==> src/rsc_defines.svh <==
`ifndef RSC_DEFINES_SVH
`define RSC_DEFINES_SVH

// Clock rates and slow tick divider
`define RSC_CLK_HZ 125000000
`define RSC_SLOW_HZ 32768
`define RSC_TICK_DIV (`RSC_CLK_HZ / `RSC_SLOW_HZ)
`define RSC_TICK_W 12

// Register byte offsets
`define RSC_OFS_CMD 8'h00
`define RSC_OFS_STAT 8'h04
`define RSC_OFS_MODE 8'h08
`define RSC_OFS_MASK 8'h0c

// Write key field and value (value is arbitrary)
`define RSC_KEY_MSB 31
`define RSC_KEY_LSB 24
`define RSC_KEY_VALUE 8'h3c

// Command register bits
`define RSC_CMD_CPU 0
`define RSC_CMD_EXT 3

// Status register bits
`define RSC_STAT_SEEN 0
`define RSC_CAUSE_MSB 10
`define RSC_CAUSE_LSB 8
`define RSC_STAT_LEVEL 16
`define RSC_STAT_BUSY 17

// Mode register bits
`define RSC_MODE_EN 0
`define RSC_MODE_IEN 4
`define RSC_LEN_MSB 11
`define RSC_LEN_LSB 8

// Reset cause codes
`define RSC_CAUSE_NONE 3'h0
`define RSC_CAUSE_SOFT 3'h3
`define RSC_CAUSE_USER 3'h4

// Slow tick counts
`define RSC_USER_LOW_TICKS 4'h2
`define RSC_RESYNC_TICKS 4'h2
`define RSC_STARTUP_TICKS 4'h3
`define RSC_SOFT_TICKS 4'h3
`define RSC_CNT_ZERO 4'h0
`define RSC_CNT_ONE 4'h1

`endif

==> src/rsc_pkg.sv <==
package rsc_pkg;

  typedef enum logic [2:0] {
    RSC_IDLE,
    RSC_SOFT,
    RSC_USER_WAIT,
    RSC_USER_HOLD,
    RSC_USER_RESYNC,
    RSC_USER_START
  } rsc_state_e;

  typedef logic [3:0] rsc_count_t;

endpackage

==> src/rsc_pin_sync.sv <==
module rsc_pin_sync (
  input wire logic clk,
  input wire logic reset,
  input wire logic pin_i,
  output logic level_q
);

  logic ff1_q;
  logic ff2_q;
  logic ff3_q;

  always_ff @(posedge clk) begin
    if (reset) begin
      ff1_q <= 1'b1;
      ff2_q <= 1'b1;
      ff3_q <= 1'b1;
    end else begin
      ff1_q <= pin_i;
      ff2_q <= ff1_q;
      ff3_q <= ff2_q;
    end
  end

  // Level changes only once two late stages agree
  always_ff @(posedge clk) begin
    if (reset) begin
      level_q <= 1'b1;
    end else if (ff2_q == ff3_q) begin
      level_q <= ff3_q;
    end
  end

endmodule

==> src/rsc_tick_gen.sv <==
`include "rsc_defines.svh"
module rsc_tick_gen (
  input wire logic clk,
  input wire logic reset,
  output logic tick_q
);

  logic [`RSC_TICK_W-1:0] cnt_q;
  localparam logic [`RSC_TICK_W-1:0] LAST = `RSC_TICK_W'(`RSC_TICK_DIV - 1);

  always_ff @(posedge clk) begin
    if (reset) begin
      cnt_q <= '0;
      tick_q <= 1'b0;
    end else if (cnt_q == LAST) begin
      cnt_q <= '0;
      tick_q <= 1'b1;
    end else begin
      cnt_q <= cnt_q + `RSC_TICK_W'(1);
      tick_q <= 1'b0;
    end
  end

endmodule

==> src/rsc_reset_ctrl.sv <==
`include "rsc_defines.svh"
module rsc_reset_ctrl
  import rsc_pkg::*;
(
  input wire logic clk,
  input wire logic reset,
  input wire logic [7:0] avs_address,
  input wire logic avs_read,
  input wire logic avs_write,
  input wire logic [31:0] avs_writedata,
  input wire logic [3:0] avs_byteenable,
  output logic [31:0] avs_readdata,
  output logic avs_waitrequest,
  input wire logic ext_reset_pin_i,
  output logic ext_reset_pin_o,
  output logic ext_reset_pin_oe,
  output logic cpu_reset,
  output logic periph_reset,
  output logic cpu_clk_en,
  output logic irq
);

  logic tick;
  logic pin_stable;
  logic pin_slow_q;

  rsc_tick_gen u_tick (
    .clk(clk),
    .reset(reset),
    .tick_q(tick)
  );

  rsc_pin_sync u_sync (
    .clk(clk),
    .reset(reset),
    .pin_i(ext_reset_pin_i),
    .level_q(pin_stable)
  );

  // Pin level as seen by the slow clock
  always_ff @(posedge clk) begin
    if (reset) begin
      pin_slow_q <= 1'b1;
    end else if (tick) begin
      pin_slow_q <= pin_stable;
    end
  end

  // Bus handshake: one wait cycle per request
  logic req;
  logic acc;
  logic wr_acc;
  logic rd_acc;
  logic full_word;
  logic key_ok;

  assign req = avs_read | avs_write;
  assign acc = req & ~avs_waitrequest;
  assign wr_acc = acc & avs_write;
  assign rd_acc = acc & avs_read;
  assign full_word = (avs_byteenable == 4'hf);
  assign key_ok = (avs_writedata[`RSC_KEY_MSB:`RSC_KEY_LSB] == `RSC_KEY_VALUE);

  always_ff @(posedge clk) begin
    if (reset) begin
      avs_waitrequest <= 1'b1;
    end else begin
      avs_waitrequest <= ~(req & avs_waitrequest);
    end
  end

  // Registers
  rsc_state_e state_q;
  rsc_count_t cnt_q;
  logic busy_q;
  logic soft_cpu_q;
  logic drive_q;
  rsc_count_t len_cnt_q;
  logic [2:0] cause_q;
  logic seen_q;
  logic mode_en_q;
  logic mode_ien_q;
  rsc_count_t mode_len_q;
  logic mask_q;

  // Mode register write
  always_ff @(posedge clk) begin
    if (reset) begin
      mode_en_q <= 1'b0;
      mode_ien_q <= 1'b0;
      mode_len_q <= `RSC_CNT_ZERO;
    end else if (wr_acc && full_word && avs_address == `RSC_OFS_MODE && key_ok) begin
      mode_en_q <= avs_writedata[`RSC_MODE_EN];
      mode_ien_q <= avs_writedata[`RSC_MODE_IEN];
      mode_len_q <= avs_writedata[`RSC_LEN_MSB:`RSC_LEN_LSB];
    end
  end

  // Interrupt mask register, no key needed
  always_ff @(posedge clk) begin
    if (reset) begin
      mask_q <= 1'b0;
    end else if (wr_acc && full_word && avs_address == `RSC_OFS_MASK) begin
      mask_q <= avs_writedata[`RSC_STAT_SEEN];
    end
  end

  // Command decode; user resets in flight also block it
  logic cmd_cpu;
  logic cmd_ext;
  logic cmd_go;

  assign cmd_cpu = avs_writedata[`RSC_CMD_CPU];
  assign cmd_ext = avs_writedata[`RSC_CMD_EXT];
  assign cmd_go = wr_acc && full_word && avs_address == `RSC_OFS_CMD && key_ok
    && !busy_q && state_q == RSC_IDLE && (cmd_cpu || cmd_ext);

  // Sequence events
  logic cnt_done;
  logic pin_low_idle;
  logic enter_hold;
  logic hold_exit;
  logic user_done;
  logic soft_done;

  assign cnt_done = (cnt_q == `RSC_CNT_ZERO);
  // Own drive and soft reset mask the pin, so self-made edges are not user resets
  assign pin_low_idle = tick && state_q == RSC_IDLE && !pin_slow_q && !drive_q && !cmd_go;
  assign enter_hold = tick && state_q == RSC_USER_WAIT && cnt_done;
  assign hold_exit = tick && state_q == RSC_USER_HOLD && pin_slow_q;
  assign user_done = tick && state_q == RSC_USER_START && cnt_done;
  assign soft_done = tick && state_q == RSC_SOFT && !drive_q && pin_slow_q && cnt_done;

  // Sequencer
  always_ff @(posedge clk) begin
    if (reset) begin
      state_q <= RSC_IDLE;
      cnt_q <= `RSC_CNT_ZERO;
    end else begin
      unique case (state_q)
        RSC_IDLE: begin
          if (cmd_go) begin
            state_q <= RSC_SOFT;
            cnt_q <= `RSC_SOFT_TICKS - `RSC_CNT_ONE;
          end else if (pin_low_idle && mode_en_q) begin
            state_q <= RSC_USER_WAIT;
            cnt_q <= `RSC_USER_LOW_TICKS - `RSC_CNT_ONE;
          end
        end
        RSC_SOFT: begin
          // Counting waits for the line to read high again
          if (tick && !drive_q && pin_slow_q) begin
            if (cnt_done) begin
              state_q <= RSC_IDLE;
            end else begin
              cnt_q <= cnt_q - `RSC_CNT_ONE;
            end
          end
        end
        RSC_USER_WAIT: begin
          // A brief low still completes once detected
          if (tick) begin
            if (cnt_done) begin
              state_q <= RSC_USER_HOLD;
            end else begin
              cnt_q <= cnt_q - `RSC_CNT_ONE;
            end
          end
        end
        RSC_USER_HOLD: begin
          if (hold_exit) begin
            state_q <= RSC_USER_RESYNC;
            cnt_q <= `RSC_RESYNC_TICKS - `RSC_CNT_ONE;
          end
        end
        RSC_USER_RESYNC: begin
          if (tick) begin
            if (cnt_done) begin
              state_q <= RSC_USER_START;
              cnt_q <= `RSC_STARTUP_TICKS - `RSC_CNT_ONE;
            end else begin
              cnt_q <= cnt_q - `RSC_CNT_ONE;
            end
          end
        end
        RSC_USER_START: begin
          if (tick) begin
            if (cnt_done) begin
              state_q <= RSC_IDLE;
            end else begin
              cnt_q <= cnt_q - `RSC_CNT_ONE;
            end
          end
        end
      endcase
    end
  end

  // Internal resets: set at once on a soft write with the CPU bit or on the user hold tick, cleared on a slow tick
  always_ff @(posedge clk) begin
    if (reset) begin
      cpu_reset <= 1'b0;
      periph_reset <= 1'b0;
    end else if (cmd_go && cmd_cpu) begin
      cpu_reset <= 1'b1;
      periph_reset <= 1'b1;
    end else if (enter_hold) begin
      cpu_reset <= 1'b1;
      periph_reset <= 1'b1;
    end else if (soft_done || user_done) begin
      cpu_reset <= 1'b0;
      periph_reset <= 1'b0;
    end
  end

  // Processor clock gate
  always_ff @(posedge clk) begin
    if (reset) begin
      cpu_clk_en <= 1'b1;
    end else if (enter_hold) begin
      cpu_clk_en <= 1'b0;
    end else if (hold_exit) begin
      cpu_clk_en <= 1'b1;
    end
  end

  // Busy flag and kind of the running soft reset
  always_ff @(posedge clk) begin
    if (reset) begin
      busy_q <= 1'b0;
      soft_cpu_q <= 1'b0;
    end else if (cmd_go) begin
      busy_q <= 1'b1;
      soft_cpu_q <= cmd_cpu;
    end else if (soft_done) begin
      busy_q <= 1'b0;
    end
  end

  // Line driver; released on the (length+1)th slow tick after the write, so the first tick may be partial
  always_ff @(posedge clk) begin
    if (reset) begin
      drive_q <= 1'b0;
      len_cnt_q <= `RSC_CNT_ZERO;
    end else if (cmd_go && cmd_ext) begin
      drive_q <= 1'b1;
      len_cnt_q <= mode_len_q;
    end else if (tick && drive_q) begin
      if (len_cnt_q == `RSC_CNT_ZERO) begin
        drive_q <= 1'b0;
      end else begin
        len_cnt_q <= len_cnt_q - `RSC_CNT_ONE;
      end
    end
  end

  // Open-drain pin: only ever pulls low
  always_ff @(posedge clk) begin
    if (reset) begin
      ext_reset_pin_o <= 1'b0;
    end else begin
      ext_reset_pin_o <= 1'b0;
    end
  end

  assign ext_reset_pin_oe = drive_q;

  // Reset cause code
  always_ff @(posedge clk) begin
    if (reset) begin
      cause_q <= `RSC_CAUSE_NONE;
    end else if (user_done) begin
      cause_q <= `RSC_CAUSE_USER;
    end else if (soft_done && soft_cpu_q) begin
      cause_q <= `RSC_CAUSE_SOFT;
    end
  end

  // Sticky seen flag: set beats a clearing status read
  logic stat_rd;
  assign stat_rd = rd_acc && avs_address == `RSC_OFS_STAT;

  always_ff @(posedge clk) begin
    if (reset) begin
      seen_q <= 1'b0;
    end else if (pin_low_idle && !mode_en_q) begin
      seen_q <= 1'b1;
    end else if (stat_rd) begin
      seen_q <= 1'b0;
    end
  end

  // Level interrupt
  always_ff @(posedge clk) begin
    if (reset) begin
      irq <= 1'b0;
    end else begin
      irq <= seen_q && mode_ien_q && mask_q;
    end
  end

  // Read data built while the request waits
  logic [31:0] rd_word;

  always_comb begin
    rd_word = '0;
    unique case (avs_address)
      `RSC_OFS_STAT: begin
        rd_word[`RSC_STAT_SEEN] = seen_q;
        rd_word[`RSC_CAUSE_MSB:`RSC_CAUSE_LSB] = cause_q;
        rd_word[`RSC_STAT_LEVEL] = pin_slow_q;
        rd_word[`RSC_STAT_BUSY] = busy_q;
      end
      `RSC_OFS_MODE: begin
        rd_word[`RSC_MODE_EN] = mode_en_q;
        rd_word[`RSC_MODE_IEN] = mode_ien_q;
        rd_word[`RSC_LEN_MSB:`RSC_LEN_LSB] = mode_len_q;
      end
      `RSC_OFS_MASK: begin
        rd_word[`RSC_STAT_SEEN] = mask_q;
      end
      default: begin
        rd_word = '0;
      end
    endcase
  end

  always_ff @(posedge clk) begin
    if (reset) begin
      avs_readdata <= '0;
    end else if (avs_read && avs_waitrequest) begin
      avs_readdata <= rd_word;
    end
  end

endmodule

==> config.mk <==
export PLATFORM = sky130hd
export DESIGN_NAME = rsc_reset_ctrl
export DESIGN_NICKNAME = d
export VERILOG_FILES = /design/src/rsc_pkg.sv /design/src/rsc_pin_sync.sv /design/src/rsc_tick_gen.sv /design/src/rsc_reset_ctrl.sv
export VERILOG_INCLUDE_DIRS = /design/src
export SDC_FILE = /design/constraint.sdc
export NUM_CORES = 1
export LEC_CHECK = 0
export BUFFER_PORTS_ARGS = -buffer_cell sky130_fd_sc_hd__buf_2
export CORE_MARGIN = 2
export CORE_UTILIZATION = 55
export CTS_BUF_LIST = sky130_fd_sc_hd__clkbuf_4 sky130_fd_sc_hd__clkbuf_8 sky130_fd_sc_hd__clkbuf_16
export DETAILED_ROUTE_END_ITERATION = 12
export GPL_TIMING_DRIVEN = 0
export PLACE_DENSITY = 0.85
export SKIP_CTS_REPAIR_TIMING = 1
export SLEW_MARGIN = 15
export SYNTH_ARGS = -nofsm -noshare
export SYNTH_HDL_FRONTEND = slang
export SYNTH_SLANG_ARGS = --single-unit
==> constraint.sdc <==
create_clock -name clk -period 5.45 [get_ports clk]
set_clock_uncertainty 0.15 [all_clocks]
set_input_delay 0.545 -clock clk [delete_from_list [all_inputs] [get_ports clk]]
set_output_delay 0.545 -clock clk [all_outputs]
set_load 0.1 [all_outputs]
After elaboration in Yosys (flattened, before gate mapping)
Index checks and enable logic that the tools add are counted.

word-level totals
  bits in registers = 54
  bits in writable memories = 0
  input port bits = 49
  output and inout port bits = 39
  memories = 0
  memory bits (read-only) = 0
  latch bits = 0

cells by class
  bitwise gates (word level) = 7
  eq/ne operators = 22
  div/mod/pow operators = 0
  multiplexer cells = 43
  multipliers = 0
  shifts and indexed selects = 0
  add/sub/neg operators = 3
  reduce and logical (&&, ||, !) cells = 60
  $lt $le $gt $ge = 0

operators by type and width
  cell                                                                count
  4-bit 2-to-1 mux                                                    11
  3-bit 2-to-1 mux                                                    12
  1-bit logical AND                                                   35
  4-bit one-hot mux with 5 select lines                               1
  3-bit one-hot mux with 6 select lines                               1
  8-bit by 4-bit == test with 1-bit output, second input constant     2
  1-bit 2-to-1 mux                                                    15
  12-bit by 1-bit adder with 12-bit output, second input constant     1
  12-bit == test, second input constant                               1
  2-bit nonzero test                                                  6
  2-bit by 1-bit != test with 1-bit output, second input constant     5
  8-bit by 3-bit == test with 1-bit output, second input constant     1
  8-bit by 6-bit == test with 1-bit output, second input constant     1
  4-bit logical NOT                                                   2
  8-bit logical NOT                                                   1
  2-bit != test, second input constant                                4
  8-bit AND reduction                                                 1
  4-bit by 1-bit subtractor with 4-bit output, second input constant  2
  3-bit by 2-bit == test with 1-bit output, second input constant     2
  3-bit == test, second input constant                                2
  3-bit one-hot mux with 2 select lines                               1
  2-bit OR reduction                                                  3
  1-bit logical NOT                                                   5
  5-bit AND reduction                                                 1
  13 further kinds                                                    19

Depth between registers and ports, before layout
Gate-level depths: netlist of run 1.

  word-level depth = 15
  mapped depth = 7
  gate-level depth less buffers = 7

Modules after synthesis
A second synthesis of run 1 with hierarchy kept.

unflattened totals
  cells, all modules = 337
  area, all modules = 2,826.5 sq um

modules (own cells, without submodules)
  module          instances  sequential area each (sq um)  area an instance (sq um)  cells each
  rsc_reset_ctrl  1          740.7                         2,107.0                   261
  rsc_tick_gen    1          260.2                         604.3                     66
  rsc_pin_sync    1          80.1                          115.1                     10

Worst setup path before layout of run 1
Ideal clock, no wire load.

  path type = register to register
  start = register avs_waitrequest
  end = register state_q[1]
  data required time = 5.230 ns
  setup time = 0.070 ns
  setup slack = 2.977 ns
  stages on the path, launching flop included = 7
  arrival time = 2.253 ns
  clock period less this slack = 2.473 ns
  buffers on the path = 1
  cell sequence = dfxtp_1 nand4b_1 nor4_4 and3_1 buf_2 or4_1 a21oi_1

between the ends
  longest elaborated chain between the ends = 14

RTL lines
  element                                             RTL line               RTL
  start, declared                                     rsc_reset_ctrl.sv:13   output logic avs_waitrequest,
  start signal, assigned                              rsc_reset_ctrl.sv:68   avs_waitrequest <= ~(req & avs_waitrequest);
  1-bit inverter (*)                                  rsc_reset_ctrl.sv:58   assign acc = req & ~avs_waitrequest;
  1-bit bitwise AND (*)                               rsc_reset_ctrl.sv:58
  1-bit bitwise AND (*)                               rsc_reset_ctrl.sv:59   assign wr_acc = acc & avs_write;
  1-bit logical AND (*)                               rsc_reset_ctrl.sv:115  assign cmd_go = wr_acc && full_word && avs_address == `RSC_OFS_CMD && key_ok
  1-bit logical AND (no line) (*)                     -
  1-bit logical AND (*) (4 in series)                 rsc_reset_ctrl.sv:115
  1-bit logical NOT                                   rsc_reset_ctrl.sv:128  assign pin_low_idle = tick && state_q == RSC_IDLE && !pin_slow_q && !drive_q && !cmd_go;
  1-bit logical AND                                   rsc_reset_ctrl.sv:128
  1-bit logical AND                                   rsc_reset_ctrl.sv:145  end else if (pin_low_idle && mode_en_q) begin
  3-bit by 2-bit != test with 1-bit output (no line)  -
  8-bit AND reduction (no line)                       -
  end signal, assigned                                rsc_reset_ctrl.sv:137  state_q <= RSC_IDLE;
  end signal, assigned                                rsc_reset_ctrl.sv:143  state_q <= RSC_SOFT;
  end signal, assigned                                rsc_reset_ctrl.sv:146  state_q <= RSC_USER_WAIT;
  end, declared                                       rsc_reset_ctrl.sv:73   rsc_state_e state_q;

Mark *: on every way between the ends. The rest lies on a longest branch, timed or not.
A chain may end at the register's enable or synchronous reset.

Worst setup path after layout of run 1
  start = input avs_address[5]
  end = register mode_len_q[3]

between the ends
  longest elaborated chain between the ends = 3

RTL lines
  element                                   RTL line              RTL
  start, declared                           rsc_reset_ctrl.sv:7   input wire logic [7:0] avs_address,
  8-bit by 4-bit == test with 1-bit output  -
  1-bit logical AND (no line)               -
  1-bit logical AND                         rsc_reset_ctrl.sv:92  end else if (wr_acc && full_word && avs_address == `RSC_OFS_MODE && key_ok) begin
  end signal, assigned                      rsc_reset_ctrl.sv:91  mode_len_q <= `RSC_CNT_ZERO;
  end signal, assigned                      rsc_reset_ctrl.sv:95  mode_len_q <= avs_writedata[`RSC_LEN_MSB:`RSC_LEN_LSB];
  end, declared                             rsc_reset_ctrl.sv:83  rsc_count_t mode_len_q;

Every way passes these cells.

==> results_dict.tcl, run 1 <==
set metrics [dict create \
    post_synth_top_cells "dfxtp_1, nor2_1, buf_4, a21oi_1, nand2_1" \
    drt_first_iter_violations 220 \
    start_util_pct 58.04 \
    die_x_um 75.07 \
    ffs_w_async_s_r_synth_pct 0 \
    synthesis.area_per_instance_um2 8.520 \
    post-place-ws_ps 2773 \
    synthToLayoutAreaGrowth_pct 17.61 \
    cts_tree "yes" \
    yosys-top-cells-area "dfxtp_1, buf_4, nor2_1" \
    yosys.cell_count.top_type "dfxtp_1" \
    detailedPlacementHpwl_um 4485 \
    dominantRegCellSynth "dfxtp_1" \
    final_layout_size_suffix_gt1_share_pct 24.13 \
    diodes 0 \
    yosys.cell_types.count 53 \
    design.final.nets 455 \
    count_of_final_setup_violators 0 \
    holdCritPathClass "reg -> reg" \
    cap_viol_max_count 0 \
    cp-end-kind "register" \
    grt_setup_unrepaired "false" \
    power_density_nw_per_um2 307.6 \
    globalRouteOverflowTotal 0 \
    arrival_ps 2380 \
    pin_count 88 \
    final_min_period_ps 2342 \
    power.switching_fraction_pct 38.67 \
    cts_inserted_buffers 5 \
    maxSlewHeadroom_pct 47.39 \
    fp.coreArea_um2 4786 \
    critical_path_peak_fanout 6 \
    drt-pass1-iter-count 4 \
    grt_pass1_wl_um 9411 \
    min_hold_slack_ps 248.7 \
    vias 2482 \
    final_antenna_net_count 0 \
    net_load_switching_power_mw 0.3885 \
    count_of_clock_tree_sinks 54 \
    worstSkewPairLatency_ps 320 \
    buffers_on_ports 44 \
    via_count_of_the_first_global_routing_pass 2230 \
    critPathKind "in -> reg" \
    yosysWarnings 0 \
    final-max-slew-violation-count 0 \
    synth.top_cell.area_share_pct 38.92 \
    gpl.final_weighted_congestion 0.9003 \
    vertical_die_dimension_um 75.07 \
    clock_power_share_pct 23.4 \
    internal-power_mw 0.6163 \
    final_min_period_over_clock_period_pct 42.98 \
    die-area_um2 5635 \
    clock_tree.htree_level_count 2 \
    fin_tns_setup_ps 0 \
    cp_data_required_time_ps 5490 \
    run_status "finished clean" \
    n_fill_cell 409 \
    finalHoldViolations 0 \
    global_route.usage.total_pct 21.68 \
    dominant_cell_type_by_area_after_synthesis "dfxtp_1" \
    route.detailed.vias_per_inst 5.292 \
    routedWlPerCell_um 12.61 \
    tightestPinTransition_ps 781.9 \
    num_rows 25 \
    setup_slack_ps 3108 \
    clk_pin_slew_ps 110 \
    post-layout-total-power_mw 1.005 \
    clk_root_buffer_cell "clkbuf_8" \
    drcViolationCount 0 \
    fmaxAchievable_ghz 0.4270 \
    ys_seq_area_share_pct 38.92 \
    synth_cells 326 \
    power.share.combinational_pct 34.0 \
    ys_seq_elements 54 \
    worst_setup_path_start_kind "primary input" \
    post_synth_instance_area_um2 2778 \
    leakagePower_nw 1.379 \
    pin_count_of_the_biggest_net_entering_global_routing 20 \
    synth-edff-count 0 \
    share_seq_of_total_power_pct 42.5 \
    drt-total-wl_um 5916 \
    grt_antenna_before_repair 0 \
    clock_tree.buffer_depth 2 \
    power.ir.vdd_worst_mv 0.2055 \
]
-- per-stage QoR --
step / instances / util, % / area, µm²
floorplan: 350 / - / 2868
global placement: 461 / 66.27 / 3172
detailed placement: 461 / 66.27 / 3172
CTS: 469 / 68.26 / 3267
global route: 469 / 68.26 / 3267
finish: 469 / 68.26 / 3267
-- layout by cell type, fill, tap and decap left out, types with 4 or more instances in the layout --
cell type | synthesis | routed
a211oi_1 | 4 | 4
a21oi_1 | 23 | 23
and3_1 | 7 | 7
buf_2 | 3 | 47
buf_4 | 27 | 27
clkbuf_1 | 8 | 8
clkbuf_8 | 0 | 5
conb_1 | 1 | 25
dfxtp_1 | 54 | 54
ha_1 | 5 | 5
inv_1 | 13 | 13
mux2i_1 | 10 | 10
nand2_1 | 22 | 22
nand3_1 | 18 | 18
nor2_1 | 38 | 38
nor2b_1 | 5 | 5
nor3_1 | 7 | 7
o21ai_0 | 9 | 9
or2_2 | 4 | 4
or4_1 | 5 | 5
xnor2_1 | 6 | 6
xor2_1 | 8 | 8
-- cell families after synthesis --
group / share of synthesized area, %
AO/OA/AOI/OAI: 13.47
AND/OR/NAND/NOR: 26.13
multiplexers: 3.604
adder cells (fa/ha/maj): 2.252
other: 0.1350
buffers and inverters: 11.08
XOR/XNOR: 4.415
flip-flops: 38.92
-- worst max-delay path: stages --
cell and delay (ps):
buf_2 90, or4_1 620, nor4_2 500, and2_1 220, buf_4 170, mux2i_1 190, nor2_1 50
-- power by group through the flow --
stage | Sequential [mW] | Combinational [mW] | Clock (mW)
after floorplan | 0.449 | 0.267 | 0
after global placement | 0.435 | 0.330 | 0
after detailed placement | 0.436 | 0.334 | 0
after CTS | 0.427 | 0.337 | 0.241
after global routing | 0.430 | 0.368 | 0.254
final | 0.427 | 0.342 | 0.235
-- layout make-up --
| class | count | area (µm²) | share of cell area, % |
|---|---|---|---|
| repair buffers | 44 | 220.2 | 6.741 |
| flip-flops and latches | 54 | 1081 | 33.09 |
| multi-input cells | 244 | 1479 | 45.27 |
| clock buffers | 5 | 68.82 | 2.106 |
| clock inverters | 3 | 26.28 | 0.8043 |
| well taps | 67 | 83.83 | 2.566 |
| inverters | 13 | 48.80 | 1.494 |
| plain buffers | 39 | 259.0 | 7.928 |
-- metal layers --
metal	share of wire [%]	GRT usage (%)	vias up	wire length [µm]
met2	50	39.57	84	2985
met3	6.2	4.418	12	366
met1	42	24.61	1149	2464
met5	0	0	-	0
li1	-	-	1237	-
met4	1.7	8.532	0	100
-- state kept, by name, indices dropped and copies added (netlist names), 2 cells and up --
name,count
u_tick.cnt_q,12
avs_readdata,8
cnt_q,4
len_cnt_q,4
mode_len_q,4
state_q,3
cause_q,2
-- worst paths after layout --
path	slack [ps]	endpoint	cells after the start	start
setup / recovery	3110	mode_len_q[3]$_SDFFE_PP0P_	7	avs_address[5]
hold / removal	250	u_sync.ff2_q$_SDFF_PP1_	1	u_sync.ff1_q$_SDFF_PP1_
hold reg to reg	250	u_sync.ff2_q$_SDFF_PP1_	1	u_sync.ff1_q$_SDFF_PP1_
setup reg to reg	3220	cnt_q[3]$_SDFFE_PP0P_	6	state_q[1]$_SDFFE_PP0P_
(Power assumes the default switching activity.)
==> run 2: changes to the inputs <==
--- a/config.mk
+++ b/config.mk
@@ -6,13 +6,14 @@
 export SDC_FILE = /design/constraint.sdc
 export NUM_CORES = 1
 export LEC_CHECK = 0
+export ABC_AREA = 1
 export BUFFER_PORTS_ARGS = -buffer_cell sky130_fd_sc_hd__buf_2
 export CORE_MARGIN = 2
-export CORE_UTILIZATION = 55
+export CORE_UTILIZATION = 52
 export CTS_BUF_LIST = sky130_fd_sc_hd__clkbuf_4 sky130_fd_sc_hd__clkbuf_8 sky130_fd_sc_hd__clkbuf_16
 export DETAILED_ROUTE_END_ITERATION = 12
 export GPL_TIMING_DRIVEN = 0
-export PLACE_DENSITY = 0.85
+export PLACE_DENSITY = 0.81
 export SKIP_CTS_REPAIR_TIMING = 1
 export SLEW_MARGIN = 15
 export SYNTH_ARGS = -nofsm -noshare
==> constraint.sdc (replaced) <==
create_clock -name clk -period 2.2 [get_ports clk]
set_clock_uncertainty 0.15 [all_clocks]
set_input_delay 0.22 -clock clk [delete_from_list [all_inputs] [get_ports clk]]
set_output_delay 0.22 -clock clk [all_outputs]
set_load 0.1 [all_outputs]
==> run 2 against run 1 <==
- the flow now finishes with violations (hold timing)
- total power increased to 3.1 times the previous value
- largest cell class unchanged
- sequential power rose to 2.6 times the previous value
- sequential share of layout area down 1.5 points
- core utilization shrank 5.8 points
- critical path type is now reg -> reg
- count of clock-buffer cells in the layout is the same
- non-clock buffer count down 4
==> results_dict.tcl, run 2 <==
set metrics [dict create \
    layout_common_cells "nand2_1, inv_1, dfxtp_1" \
    largest_registers "u_tick.cnt_q x12, avs_readdata x8" \
    pin_count_of_the_biggest_net_entering_global_routing 17 \
    finalHoldViolations 1 \
    gpl.final_weighted_congestion 0.9401 \
    power.share.combinational_pct 46.7 \
    clock_tree.htree_level_count 2 \
    arrival_ps 1840 \
    cp-end-kind "register" \
    worstReg2RegStart "u_tick.cnt_q[0]$_SDFF_PP0_" \
    yosys.cell_count.top_type "nand2_1" \
    critical_path_peak_fanout 5 \
    worstHoldStart "avs_write" \
    power.switching_fraction_pct 44.87 \
    synthToLayoutAreaGrowth_pct 17.04 \
    worstSkewPairLatency_ps 300 \
    via_count_of_the_first_global_routing_pass 2526 \
    count_of_clock_tree_sinks 54 \
    fin_tns_setup_ps 0 \
    diodes 0 \
    share_seq_of_total_power_pct 36.0 \
    drt-total-wl_um 6029 \
    synth.top_cell.area_share_pct 36.99 \
    final_min_period_ps 1805 \
    ffs_w_async_s_r_synth_pct 0 \
    fp.coreArea_um2 5473 \
    clock_tree.buffer_depth 2 \
    largest_reg_flops 12 \
    post_synth_top_cells "nand2_1, inv_1, dfxtp_1, nor2_1, a21oi_1" \
    synth_cells 436 \
    run_status "finished with violations" \
    routedWlPerCell_um 10.31 \
    final-max-slew-violation-count 0 \
    clk_root_buffer_cell "clkbuf_8" \
    globalRouteOverflowTotal 0 \
    vertical_die_dimension_um 78.97 \
    met3RoutedLength_um 341 \
    yosys.cell_types.count 33 \
    maxSlewHeadroom_pct 66.40 \
    synthesis.area_per_instance_um2 6.704 \
    start_util_pct 53.41 \
    power.ir.vdd_worst_mv 0.4404 \
    max_layer_used "met4" \
    top_register "u_tick.cnt_q" \
    yosysWarnings 0 \
    cp_data_required_time_ps 2240 \
    cts_tree "yes" \
    final_min_period_over_clock_period_pct 82.04 \
    ys_seq_elements 54 \
    global_route.usage.total_pct 20.30 \
    min_hold_slack_ps -12.14 \
    numPlacedInstances 577 \
    holdCritPathClass "in -> reg" \
    post_synth_instance_area_um2 2923 \
    worst_setup_path_start_kind "register" \
    vias 2809 \
    clock_power_share_pct 17.3 \
    final_layout_size_suffix_gt1_share_pct 18.71 \
    n_fill_cell 529 \
    die_x_um 78.97 \
    cts_inserted_buffers 5 \
    drcViolationCount 0 \
    route.detailed.vias_per_inst 4.802 \
    final_util_pct 62.51 \
    pin_count 88 \
    mostFrequentLayoutCell "nand2_1" \
    tightestPinTransition_ps 504.0 \
    post-layout-total-power_mw 3.113 \
    met1_length_um 2686 \
    critPathKind "reg -> reg" \
    num_rows 27 \
    met2WireLength_um 2928 \
    final_antenna_net_count 0 \
    drt_first_iter_violations 110 \
    fmaxAchievable_ghz 0.5540 \
    cap_viol_max_count 0 \
    yosys-top-cells-area "dfxtp_1, nand2_1, inv_1" \
    violations "hold timing" \
    internal-power_mw 1.716 \
    design.final.nets 567 \
    dominant_cell_type_by_area_after_synthesis "dfxtp_1" \
    buffers_on_ports 45 \
    ys_seq_area_share_pct 36.99 \
    final_design_area_no_fill_um2 3421 \
    grt_setup_unrepaired "false" \
    grt_pass1_wl_um 10380 \
    detailedPlacementHpwl_um 4801 \
    placed_area_um2 3328 \
    clk_pin_slew_ps 90 \
    net_load_switching_power_mw 1.397 \
    post_route_non_filler_standard_cell_count 585 \
    crit_start "u_tick.cnt_q[0]$_SDFF_PP0_" \
    die-area_um2 6236 \
    grt_antenna_before_repair 0 \
    power_density_nw_per_um2 910.2 \
    leakagePower_nw 1.688 \
    synth-edff-count 0 \
    count_of_final_setup_violators 0 \
    dominantRegCellSynth "dfxtp_1" \
    drt-pass1-iter-count 4 \
]
-- run 2: changes by cell type after synthesis, moves of 5 or more --
cell and delta:
and3_1 -7, nor2b_1 -5, nand4_1 +5, nand3_1 +10, nand2_1 +74, inv_1 +43
nor2_1 +15, a21oi_1 +13, or4_1 -5, o21ai_0 +18, xor2_1 -5, mux2i_1 -10
-- run 2: power groups by stage --
stage	combinational [mW]	clock, mW	sequential, mW
floorplan	1.15	0	1.19
global placement	1.41	0	1.14
detailed placement	1.44	0	1.14
CTS	1.45	0.552	1.12
global route	1.65	0.587	1.13
finish	1.45	0.538	1.12
-- run 2: worst paths after layout --
| kind | end | slack [ps] | cells past startpoint |
|---|---|---|---|
| worst min-delay path | avs_waitrequest$_SDFF_PP1_ | -10 | 2 |
| worst max-delay path | u_tick.cnt_q[10]$_SDFF_PP0_ | 400 | 9 |
| worst max register to register | u_tick.cnt_q[10]$_SDFF_PP0_ | 400 | 9 |
| worst min register to register | u_sync.ff2_q$_SDFF_PP1_ | 280 | 1 |
-- run 2: critical path, cell delays in order (launching register included) --
cell	delay (ps)
dfxtp_1	410
ha_1	190
nand2_1	50
inv_1	90
nand2_1	80
nor2_1	150
nand3_1	150
nor3_1	220
xnor2_1	150
nor2_1	50
-- run 2: cells by family (layout without fill, tap and decap cells) --
kind of cell / count (synthesis) / count (layout) / share of synthesized area, %
buffers and inverters: 94 / 147 / 15.54
adder cells (fa/ha/maj): 5 / 5 / 2.140
flip-flops: 54 / 54 / 36.99
AO/OA/AOI/OAI: 70 / 70 / 12.41
AND/OR/NAND/NOR: 206 / 206 / 30.99
XOR/XNOR: 6 / 6 / 1.798
other: 1 / 25 / 0.1283
-- run 2: cell type report --
class / instances / area [µm²] / share of cell area, %
repair buffers: 46 / 235.2 / 6.876
flip-flops and latches: 54 / 1081 / 31.60
clock inverters: 2 / 13.76 / 0.4023
well taps: 72 / 90.09 / 2.634
multi-input cells: 312 / 1478 / 43.20
clock buffers: 5 / 68.82 / 2.012
plain buffers: 33 / 225.2 / 6.584
inverters: 61 / 229.0 / 6.694
-- run 2: stage by stage --
| stage | hold WS [ps] | worst slack, ps |
|---|---|---|
| after global placement | 253.0 | 432.3 |
| final | -12.14 | 395.1 |
| after global routing | 9.876 | 199.2 |
| after CTS | -58.81 | 371.7 |
| after floorplan | 173.8 | 141.8 |
| after detailed placement | 257.1 | 387.1 |
-- run 2: layer usage --
metal | GRT usage, % | up-vias
met3 | 3.295 | 9
met4 | 6.724 | 0
li1 | - | 1492
met1 | 25.20 | 1234
met5 | 0 | -
met2 | 35.76 | 74
